[src/i2c_irq_map.svh]
`ifndef I2C_IRQ_MAP_SVH
`define I2C_IRQ_MAP_SVH

`define OFS_IRQ_RAW_FLAGS 6'h00
`define OFS_IRQ_GATE 6'h04
`define OFS_IRQ_WIPE 6'h08
`define OFS_BUS_SETUP_A 6'h0C
`define OFS_BUS_SETUP_B 6'h10
`define OFS_BUS_SETUP_C 6'h14
`define OFS_OWN_BUS_IDENTIFIER 6'h18
`define OFS_TRANSFER_PAYLOAD 6'h1C
`define OFS_PEER_LOCATION 6'h20
`define OFS_COMMAND_TRIGGER 6'h24
`define MAP_ADDR_W 6

`define BIT_ARB_LOST 3
`define BIT_NO_ACK 2
`define BIT_STOP_DONE 1
`define BIT_ACK_DONE 0
`define FLAG_W 4

`define RST_IRQ_RAW_FLAGS 4'h0
`define RST_IRQ_GATE 4'hF
`define RST_SETUP_WORD 32'h0000_0000

`define READ_WAIT_CYCLES 1

`endif

[src/i2c_irq_pkg.sv]
package i2c_irq_pkg;
	typedef logic [3:0] irq_vec_t;
	typedef logic [31:0] word_t;
	typedef enum logic [0:0] {
		ANS_IDLE = 1'b0,
		ANS_HELD = 1'b1
	} answer_state_e;
endpackage

[src/irq_link_if.sv]
`timescale 1ns/100ps
interface irq_link_if;
	i2c_irq_pkg::irq_vec_t events;
	i2c_irq_pkg::irq_vec_t raw;
	i2c_irq_pkg::irq_vec_t gate;
	i2c_irq_pkg::irq_vec_t wipe_bits;
	i2c_irq_pkg::irq_vec_t gate_bits;
	logic wipe_wr;
	logic gate_wr;
	logic irq;
	modport bank (output events, wipe_bits, wipe_wr, gate_bits, gate_wr,
		input raw, gate, irq);
	modport flags (input events, wipe_bits, wipe_wr, gate_bits, gate_wr,
		output raw, gate, irq);
endinterface

interface answer_link_if;
	logic read_req;
	logic wait_req;
	logic capture;
	modport bank (output read_req, input wait_req, capture);
	modport pacer (input read_req, output wait_req, capture);
endinterface

[src/irq_flags.sv]
`timescale 1ns/100ps
`include "i2c_irq_map.svh"
module irq_flags (
	input wire logic sys_clk_i,
	input wire logic rst_b_i,
	irq_link_if.flags lnk
);
	i2c_irq_pkg::irq_vec_t raw_reg;
	i2c_irq_pkg::irq_vec_t raw_next;
	i2c_irq_pkg::irq_vec_t gate_reg;
	i2c_irq_pkg::irq_vec_t wipe_eff;

	// Set beats clear so an event in the clearing cycle survives
	always_comb begin
		wipe_eff = lnk.wipe_wr ? lnk.wipe_bits : `RST_IRQ_RAW_FLAGS;
		raw_next = (raw_reg & ~wipe_eff) | lnk.events;
	end

	always_ff @(posedge sys_clk_i or negedge rst_b_i) begin
		if (!rst_b_i) begin
			raw_reg <= `RST_IRQ_RAW_FLAGS;
		end else begin
			raw_reg <= raw_next;
		end
	end

	always_ff @(posedge sys_clk_i or negedge rst_b_i) begin
		if (!rst_b_i) begin
			gate_reg <= `RST_IRQ_GATE;
		end else if (lnk.gate_wr) begin
			gate_reg <= lnk.gate_bits;
		end
	end

	assign lnk.raw = raw_reg;
	assign lnk.gate = gate_reg;
	assign lnk.irq = |(raw_reg & ~gate_reg);
endmodule

[src/bus_answer.sv]
`timescale 1ns/100ps
module bus_answer (
	input wire logic sys_clk_i,
	input wire logic rst_b_i,
	answer_link_if.pacer ans
);
	i2c_irq_pkg::answer_state_e state_reg;
	i2c_irq_pkg::answer_state_e state_next;

	// One wait cycle lets read data come from a flop
	always_comb begin
		case (state_reg)
			i2c_irq_pkg::ANS_IDLE: begin
				state_next = ans.read_req ? i2c_irq_pkg::ANS_HELD : i2c_irq_pkg::ANS_IDLE;
			end
			i2c_irq_pkg::ANS_HELD: begin
				state_next = i2c_irq_pkg::ANS_IDLE;
			end
			default: begin
				state_next = i2c_irq_pkg::ANS_IDLE;
			end
		endcase
	end

	always_ff @(posedge sys_clk_i or negedge rst_b_i) begin
		if (!rst_b_i) begin
			state_reg <= i2c_irq_pkg::ANS_IDLE;
		end else begin
			state_reg <= state_next;
		end
	end

	assign ans.capture = ans.read_req && (state_reg == i2c_irq_pkg::ANS_IDLE);
	assign ans.wait_req = ans.capture;
endmodule

[src/i2c_interrupt_register_bank.sv]
// Design decision made here: register access over Avalon-MM.
`timescale 1ns/100ps
`include "i2c_irq_map.svh"
// How it works
// - Ten 32-bit registers sit at byte offsets 0x00 to 0x24, clear and command write-only.
// - Offset 0x00 reads the raw event flags, untouched by the mask.
// - Bit 3 sets when another master wins arbitration.
// - Bit 2 sets when the peer identifier or write data goes unacknowledged.
// - Bit 1 sets once the stop sequence has finished on the serial bus.
// - Bit 0 sets when the peripheral acknowledges the current phase.
// - Offset 0x04 holds one mask bit per event in the same positions.
// - A mask bit of one blocks its event, and all mask bits reset to one.
// - The interrupt output is high while any unmasked flag is set.
// - Writing one to a bit at offset 0x08 clears the matching flag.
// - Flags and clear reset to zero, bits 31 to 4 are reserved.
module i2c_interrupt_register_bank #(
	parameter int ADDR_W = `MAP_ADDR_W
) (
	input wire logic sys_clk_i,
	input wire logic rst_b_i,
	input wire logic [ADDR_W-1:0] avs_address_i,
	input wire logic avs_read_i,
	input wire logic avs_write_i,
	input wire logic [31:0] avs_writedata_i,
	input wire logic [3:0] avs_byteenable_i,
	output logic [31:0] avs_readdata_o,
	output logic avs_waitrequest_o,
	input wire logic evt_arb_lost_i,
	input wire logic evt_no_ack_i,
	input wire logic evt_stop_done_i,
	input wire logic evt_ack_done_i,
	output logic irq_o,
	output logic [31:0] bus_setup_a_o,
	output logic [31:0] bus_setup_b_o,
	output logic [31:0] bus_setup_c_o,
	output logic [31:0] own_bus_identifier_o,
	output logic [31:0] transfer_payload_o,
	output logic [31:0] peer_location_o,
	output logic [31:0] command_word_o,
	output logic command_strobe_o
);
	if (ADDR_W < `MAP_ADDR_W) begin : g_addr_check
		$error("ADDR_W too narrow for the register map");
	end

	irq_link_if lnk ();
	answer_link_if ans ();

	i2c_irq_pkg::word_t setup_a_reg;
	i2c_irq_pkg::word_t setup_b_reg;
	i2c_irq_pkg::word_t setup_c_reg;
	i2c_irq_pkg::word_t own_id_reg;
	i2c_irq_pkg::word_t payload_reg;
	i2c_irq_pkg::word_t peer_reg;
	i2c_irq_pkg::word_t command_reg;
	logic command_strobe_reg;
	i2c_irq_pkg::word_t readdata_reg;
	i2c_irq_pkg::word_t rd_word;
	logic wr_acc;

	function automatic logic hit(input logic [ADDR_W-1:0] a, input logic [5:0] ofs);
		hit = (a == ADDR_W'(ofs));
	endfunction

	function automatic i2c_irq_pkg::word_t merge(input i2c_irq_pkg::word_t old,
		input i2c_irq_pkg::word_t wd, input logic [3:0] be);
		merge = old;
		for (int i = 0; i < 4; i++) begin
			if (be[i]) begin
				merge[i*8 +: 8] = wd[i*8 +: 8];
			end
		end
	endfunction

	irq_flags u_flags (
		.sys_clk_i(sys_clk_i),
		.rst_b_i(rst_b_i),
		.lnk(lnk)
	);

	bus_answer u_answer (
		.sys_clk_i(sys_clk_i),
		.rst_b_i(rst_b_i),
		.ans(ans)
	);

	// Writes never wait; only reads take the extra cycle
	assign wr_acc = avs_write_i && !avs_read_i;
	assign ans.read_req = avs_read_i && !avs_write_i;
	assign avs_waitrequest_o = ans.wait_req;

	always_comb begin
		lnk.events = 4'h0;
		lnk.events[`BIT_ARB_LOST] = evt_arb_lost_i;
		lnk.events[`BIT_NO_ACK] = evt_no_ack_i;
		lnk.events[`BIT_STOP_DONE] = evt_stop_done_i;
		lnk.events[`BIT_ACK_DONE] = evt_ack_done_i;
	end

	// Only byte lane 0 carries interrupt bits; upper lanes are dropped
	assign lnk.wipe_wr = wr_acc && hit(avs_address_i, `OFS_IRQ_WIPE)
		&& avs_byteenable_i[0];
	assign lnk.wipe_bits = avs_writedata_i[`FLAG_W-1:0];
	assign lnk.gate_wr = wr_acc && hit(avs_address_i, `OFS_IRQ_GATE)
		&& avs_byteenable_i[0];
	assign lnk.gate_bits = avs_writedata_i[`FLAG_W-1:0];
	assign irq_o = lnk.irq;

	always_ff @(posedge sys_clk_i or negedge rst_b_i) begin
		if (!rst_b_i) begin
			setup_a_reg <= `RST_SETUP_WORD;
			setup_b_reg <= `RST_SETUP_WORD;
			setup_c_reg <= `RST_SETUP_WORD;
			own_id_reg <= `RST_SETUP_WORD;
			payload_reg <= `RST_SETUP_WORD;
			peer_reg <= `RST_SETUP_WORD;
		end else if (wr_acc) begin
			if (hit(avs_address_i, `OFS_BUS_SETUP_A)) begin
				setup_a_reg <= merge(setup_a_reg, avs_writedata_i, avs_byteenable_i);
			end
			if (hit(avs_address_i, `OFS_BUS_SETUP_B)) begin
				setup_b_reg <= merge(setup_b_reg, avs_writedata_i, avs_byteenable_i);
			end
			if (hit(avs_address_i, `OFS_BUS_SETUP_C)) begin
				setup_c_reg <= merge(setup_c_reg, avs_writedata_i, avs_byteenable_i);
			end
			if (hit(avs_address_i, `OFS_OWN_BUS_IDENTIFIER)) begin
				own_id_reg <= merge(own_id_reg, avs_writedata_i, avs_byteenable_i);
			end
			if (hit(avs_address_i, `OFS_TRANSFER_PAYLOAD)) begin
				payload_reg <= merge(payload_reg, avs_writedata_i, avs_byteenable_i);
			end
			if (hit(avs_address_i, `OFS_PEER_LOCATION)) begin
				peer_reg <= merge(peer_reg, avs_writedata_i, avs_byteenable_i);
			end
		end
	end

	// Command strobe lasts one cycle so the engine sees each write once
	always_ff @(posedge sys_clk_i or negedge rst_b_i) begin
		if (!rst_b_i) begin
			command_reg <= `RST_SETUP_WORD;
			command_strobe_reg <= 1'b0;
		end else begin
			command_strobe_reg <= wr_acc && hit(avs_address_i, `OFS_COMMAND_TRIGGER);
			if (wr_acc && hit(avs_address_i, `OFS_COMMAND_TRIGGER)) begin
				command_reg <= merge(command_reg, avs_writedata_i, avs_byteenable_i);
			end
		end
	end

	// Write-only and unmapped offsets read as zero
	always_comb begin
		rd_word = 32'h0000_0000;
		case (1'b1)
			hit(avs_address_i, `OFS_IRQ_RAW_FLAGS): begin
				rd_word = {28'h000_0000, lnk.raw};
			end
			hit(avs_address_i, `OFS_IRQ_GATE): begin
				rd_word = {28'h000_0000, lnk.gate};
			end
			hit(avs_address_i, `OFS_BUS_SETUP_A): begin
				rd_word = setup_a_reg;
			end
			hit(avs_address_i, `OFS_BUS_SETUP_B): begin
				rd_word = setup_b_reg;
			end
			hit(avs_address_i, `OFS_BUS_SETUP_C): begin
				rd_word = setup_c_reg;
			end
			hit(avs_address_i, `OFS_OWN_BUS_IDENTIFIER): begin
				rd_word = own_id_reg;
			end
			hit(avs_address_i, `OFS_TRANSFER_PAYLOAD): begin
				rd_word = payload_reg;
			end
			hit(avs_address_i, `OFS_PEER_LOCATION): begin
				rd_word = peer_reg;
			end
			default: begin
				rd_word = 32'h0000_0000;
			end
		endcase
	end

	always_ff @(posedge sys_clk_i or negedge rst_b_i) begin
		if (!rst_b_i) begin
			readdata_reg <= 32'h0000_0000;
		end else if (ans.capture) begin
			readdata_reg <= rd_word;
		end
	end

	assign avs_readdata_o = readdata_reg;
	assign bus_setup_a_o = setup_a_reg;
	assign bus_setup_b_o = setup_b_reg;
	assign bus_setup_c_o = setup_c_reg;
	assign own_bus_identifier_o = own_id_reg;
	assign transfer_payload_o = payload_reg;
	assign peer_location_o = peer_reg;
	assign command_word_o = command_reg;
	assign command_strobe_o = command_strobe_reg;
endmodule

[config.mk]
export PLATFORM = sky130hd
export DESIGN_NAME = i2c_interrupt_register_bank
export DESIGN_NICKNAME = d
export VERILOG_FILES = /design/src/i2c_irq_pkg.sv /design/src/irq_link_if.sv /design/src/irq_flags.sv /design/src/bus_answer.sv /design/src/i2c_interrupt_register_bank.sv
export VERILOG_INCLUDE_DIRS = /design/src
export SDC_FILE = /design/constraint.sdc
export NUM_CORES = 1
export LEC_CHECK = 0
export ABC_AREA = 1
export BUFFER_PORTS_ARGS = -buffer_cell sky130_fd_sc_hd__buf_2
export CORE_AREA = 4 4 140 209
export DETAILED_ROUTE_END_ITERATION = 7
export DIE_AREA = 0 0 144 213
export GPL_TIMING_DRIVEN = 0
export PLACE_DENSITY_LB_ADDON = 0.3
export SLEW_MARGIN = 40
export SYNTH_ARGS = -nofsm -noshare
export SYNTH_HDL_FRONTEND = slang
export SYNTH_SLANG_ARGS = --single-unit
[constraint.sdc]
create_clock -name sys_clk_i -period 1.79 [get_ports sys_clk_i]
set_input_delay 0.179 -clock sys_clk_i [delete_from_list [all_inputs] [get_ports sys_clk_i]]
set_output_delay 0.179 -clock sys_clk_i [all_outputs]
set_load 0.01 [all_outputs]
---- After elaboration in Yosys (flattened, before gate mapping) ----
Index checks and enable logic that the tools add are counted.
cells by class
  eq/ne operators ......................... 9
  multiplexer cells ....................... 11
  bitwise gates (word level) .............. 6
  reduce and logical (&&, ||, !) cells .... 40
operator list
  kind                                                  count
  two-way mux 32 bit                                    8
  AND reduction 3 bit                                   24
  equality test 6 x 5 -> 1 bit (second input constant)  4
  equality test 6 x 4 -> 1 bit (second input constant)  2
  equality test 6 bit (second input constant)           2
  AND 4 bit                                             2
  logical AND 1 bit                                     8
  inverter 4 bit                                        2
  AND reduction 2 bit                                   4
  equality test 6 x 3 -> 1 bit (second input constant)  1
  zero test 6 bit                                       1
  two-way mux 4 bit                                     1
  OR 4 bit                                              1
  OR reduction 4 bit                                    1
  zero test 1 bit                                       2
  case mux 1 bit (2 select lines)                       1
  two-way mux 1 bit                                     1
  inverter 1 bit                                        1
storage, ports and cells
  register bits after elaboration ......... 266
  input bits .............................. 50
  output and inout bits ................... 259
  word-level logic and storage cells ...... 99

---- Longest topological paths before layout ----
  depth in word-level cells ............... 9
  mapped depth ............................ 12
  mapped depth without buffers ............ 10

---- Hierarchy ----
Synthesis repeated with hierarchy kept, for this count alone.
unflattened totals
  cells, all modules ...................... 1346
  area total of the unflattened synthesis .. 11513.5 µm²
modules (own cells, without submodules)
  module                       times used  cells each  area each (µm²)  sequential area each (µm²)
  i2c_interrupt_register_bank  1           1305        11136.9          6431.2
  irq_flags                    1           37          334.1            205.2
  bus_answer                   1           4           42.5             25.0

---- Least setup slack after synthesis ----
No wires, ideal clock.
  path kind ............................... register to register
  start point ............................. register u_answer.state_reg
  end point ............................... register readdata_reg[30], in the netlist avs_readdata_o[30]
  library setup time ...................... 117 ps
  arrival ................................. 1347 ps
  data required time ...................... 1673 ps
  path slack .............................. 326 ps
  stages on the path, launching flop included .. 6
  path buffers ............................ 1
  clock period less this slack ............ 1464 ps
  cell sequence ........................... dfrtp_1 > nor3_2 > clkinv_1 > clkbuf_1 > nand2_1 > nand2_1
between the ends
  word-level cells in the longest chain between the ends .. 2
ends and longest elaborated chain
  element                      RTL line                            text
  start, declared              bus_answer.sv:7                     i2c_irq_pkg::answer_state_e state_reg;
  start signal, assigned       bus_answer.sv:27                    state_reg <= i2c_irq_pkg::ANS_IDLE;
  start signal, assigned       bus_answer.sv:29                    state_reg <= state_next;
  inverter 1 bit               bus_answer.sv:33                    assign ans.capture = ans.read_req && (state_reg == i2c_irq_pkg::ANS_IDLE);
  logical AND 1 bit            bus_answer.sv:33
  named net avs_waitrequest_o  i2c_interrupt_register_bank.sv:27   output logic avs_waitrequest_o,
  end signal, assigned         i2c_interrupt_register_bank.sv:190  readdata_reg <= rd_word;
  end, declared                i2c_interrupt_register_bank.sv:57   i2c_irq_pkg::word_t readdata_reg;
The timed path passes the listed nets, and every way through them passes these cells.
A chain may end at the register's enable or synchronous reset.

---- Worst setup path in the final report ----
  start point ............................. register u_flags.gate_reg[3], in the netlist u_flags.lnk.gate[3]
  end point ............................... output irq_o
between the ends
  word-level cells in the longest chain between the ends .. 3
ends and longest elaborated chain
  element                 RTL line                           text
  start, declared         irq_flags.sv:10                    i2c_irq_pkg::irq_vec_t gate_reg;
  start signal, assigned  irq_flags.sv:29                    gate_reg <= `RST_IRQ_GATE;
  start signal, assigned  irq_flags.sv:31                    gate_reg <= lnk.gate_bits;
  inverter 4 bit          irq_flags.sv:37                    assign lnk.irq = |(raw_reg & ~gate_reg);
  AND 4 bit               irq_flags.sv:37
  OR reduction 4 bit      irq_flags.sv:37
  end, declared           i2c_interrupt_register_bank.sv:32  output logic irq_o,
Every way passes these cells.

==> reports/metrics.csv <==
stage;metric;value;unit
floorplan;dieWidth;144;um
floorplan;rows;74;
floorplan;io_pins;309;
timing;fin_crit_sh;0.946;
drt;wl_per_cell;19.6;um
placement;io_buffers;308;
logic_synthesis;avgSynthCellArea;8.74;um2
clocking;htree_levels;1;
grt;grt_pass1_vias;10531;
drt;wl;39.9;mm
timing;setup_tns;0;ns
grt;grt.overflow.total;0;
timing;rsz0062_at_grt;no;
worst_setup_path;cp-start-kind;register;
timing;setup_violations;0;
timing;hold_violations;0;
drt;first_iter_violations;770;
finish;finalNonFillerCells;2034;
worst_setup_path;critical_path_class;register to primary output;
clocking;numClockSinks;266;
floorplan;start_util;0.417;
logic_synthesis;ys_types;31;
finish;synthToLayoutAreaGrowth;29.0;%
worst_setup_path;crit_arrival;1.51;ns
timing;skew;0.0202;ns
clocking;cts_made_buffers;26;
power;finalPower;13.6;mW
timing;hold_ws;0.0136;ns
timing;slew_headroom;0.449;
finish;final_nets;1722;
placement;dp_cells;1955;
worst_setup_path;required;1.61;ns
drt;route.vias.total;10553;
timing;worstMarginPinSlew;0.827;ns
drt;vias_per_cell;5.19;
floorplan;design.core.area;27300;um2
finish;finalInstanceArea;14700;um2
placement;gp_congestion;0.889;
grt;grt_max_degree;75;
placement;dpl_cell_area;13400;um2
logic_synthesis;synth-seq-area-share;0.585;
logic_synthesis;yosys_warnings;0;
finish;finish.utilization;0.538;
logic_synthesis;syn_area;11400;um2
grt;antenna_found_initial;0;
grt;grt_pass1_wl;60.9;mm
run_status;outcome;completed;
timing;slew_violations;0;
timing;fmax;0.591;GHz
timing;worst_slack;0.0967;ns
logic_synthesis;syn-num-nets;1352;
drt;dr.pass1.iters;6;
clocking;cts_buffer_depth;3;
finish;drive_above_1_share;0.272;
clocking;clock_latency;0.55;ns
grt;grtUsageTotal;0.257;
logic_synthesis;syn_inst;1302;
clocking;cts_tree;yes;
worst_setup_path;path_max_fanout;3;
run;max-cap-violations;0;
power;power_leakage;7.99;nW
floorplan;die_y;213;um
floorplan;die_area;30700;um2
clocking;cts-root-buf;clkbuf_16;
logic_synthesis;synth_top_cell_area_share;0.576;
logic_synthesis;ys_ff_latch;266;
placement;hpwl;29.3;mm
timing;period_minus_slack;1.69;ns
drt;ant_nets;0;
placement;pre_cts_ws;-0.492;ns
logic_synthesis;synth.area.top_cells;dfrtp_1 58%, nand2_1 16%, o21ai_0 7.9%;
power;vdd_drop_max;660;uV
power;powerDensity;923;nW/um2
clocking;clk_pin_slew;0.07;ns
worst_setup_path;cp-end-kind;primary output;
drt;drcViolationCount;0;
logic_synthesis;yosysTopAreaCell;dfrtp_1;
finish;n_antenna_cell;0;
hold_path;hold_path.class;primary input to register;
==> kinds of logic (layout without fill, tap and decap cells) <==
group,after synthesis,after routing,synth area share
DFF,266,266,0.585
buffers and inverters,117,507,0.0442
and+or+nand+nor,622,622,0.228
AOI/OAI and AO/OA,297,297,0.143
==> final timing paths <==
check / to / depth (start not counted) / slack, ns / from
min in group asynchronous: transfer_payload_o[10]$_DFFE_PN0P_ / 2 / 0.19 / rst_b_i
max reg2reg: avs_readdata_o[10]$_DFFE_PN0P_ / 6 / 0.14 / u_answer.state_reg$_DFF_PN0_
min reg2reg: command_word_o[1]$_DFFE_PN0P_ / 2 / 0.48 / command_word_o[1]$_DFFE_PN0P_
min: command_word_o[1]$_DFFE_PN0P_ / 4 / 0.01 / avs_byteenable_i[0]
max in group asynchronous: peer_location_o[26]$_DFFE_PN0P_ / 4 / 0.49 / rst_b_i
max: irq_o / 4 / 0.1 / u_flags.lnk.gate[3]$_DFFE_PN1P_
==> power breakdown <==
part / leakage [nW] / total (mW) / switching [mW] / internal [mW]
logic: 3.92 / 1.22 / 0.784 / 0.437
registers: 3.64 / 6.50 / 0.223 / 6.28
clock network: 0.430 / 5.83 / 2.49 / 3.34
==> cell usage after synthesis <==
cell type	number
nand2_2	6
o211ai_2	1
dfstp_2	4
or2_2	1
nand2_1	479
inv_2	7
dfrtp_1	262
o22ai_1	1
a21oi_1	56
o21ai_1	23
nand2_4	4
inv_1	51
nand4_1	12
clkbuf_1	32
nor3_1	27
nor2_2	6
nand3_4	1
buf_1	2
nor3_4	1
buf_6	4
clkinv_1	2
o21ai_0	180
nor2_1	48
nor2_8	1
buf_2	15
buf_4	4
o21ai_2	32
o21bai_1	4
nand3_1	29
nor2_4	6
nor3_2	1
==> area by class of cell <==
class / count / area, um2
Timing Repair Buffer: 342 / 1940
Clock buffer: 30 / 717
Clock inverter: 18 / 198
Fill cell: 2485 / 12600
Tap cell: 342 / 428
Buffer: 57 / 283
Sequential cell: 266 / 6660
Multi-Input combinational cell: 919 / 4230
Inverter: 60 / 226
==> layer usage <==
| layer | global-route usage | part of all wire | up-vias |
|---|---|---|---|
| li1 | - | - | 4992 |
| met1 | 0.315 | 0.38 | 5062 |
| met2 | 0.447 | 0.51 | 392 |
| met3 | 0.0430 | 0.061 | 107 |
| met4 | 0.109 | 0.042 | 0 |
| met5 | 0 | 0 | - |
==> timing repair <==
item                                    4_1_cts  5_1_grt
buffers inserted                              0        3
hold buffers                                 28        0
pin swaps                                     0        1
endpoints found under the setup margin       30       30
gates resized for setup                       3        8
endpoints found under the hold margin       102        0
==> worst max-delay path: stages (launching register included) <==
cell,delay (ns)
dfstp_2,0.54
o22ai_1,0.08
nor2_1,0.09
o21ai_0,0.11
buf_2,0.16
==> cell usage in the layout (no fill, tap or decap), types with 4 or more instances in the layout <==
cell type / n
buf_4: 7
clkinv_2: 5
inv_2: 7
o21ai_2: 32
nor2_2: 6
buf_2: 322
nand2_1: 479
clkbuf_16: 27
inv_1: 51
buf_6: 4
o21bai_1: 4
a21oi_1: 56
nand3_1: 29
nand2_2: 6
clkinvlp_4: 7
o21ai_1: 23
dlygate4sd3_1: 28
o21ai_0: 180
dfstp_2: 4
nor2_4: 6
clkbuf_1: 28
nand4_1: 12
clkbuf_2: 4
nor3_1: 27
nor2_1: 48
dfrtp_1: 262
nand2_4: 4
No activity file was read; power rests on OpenSTA's default activity.
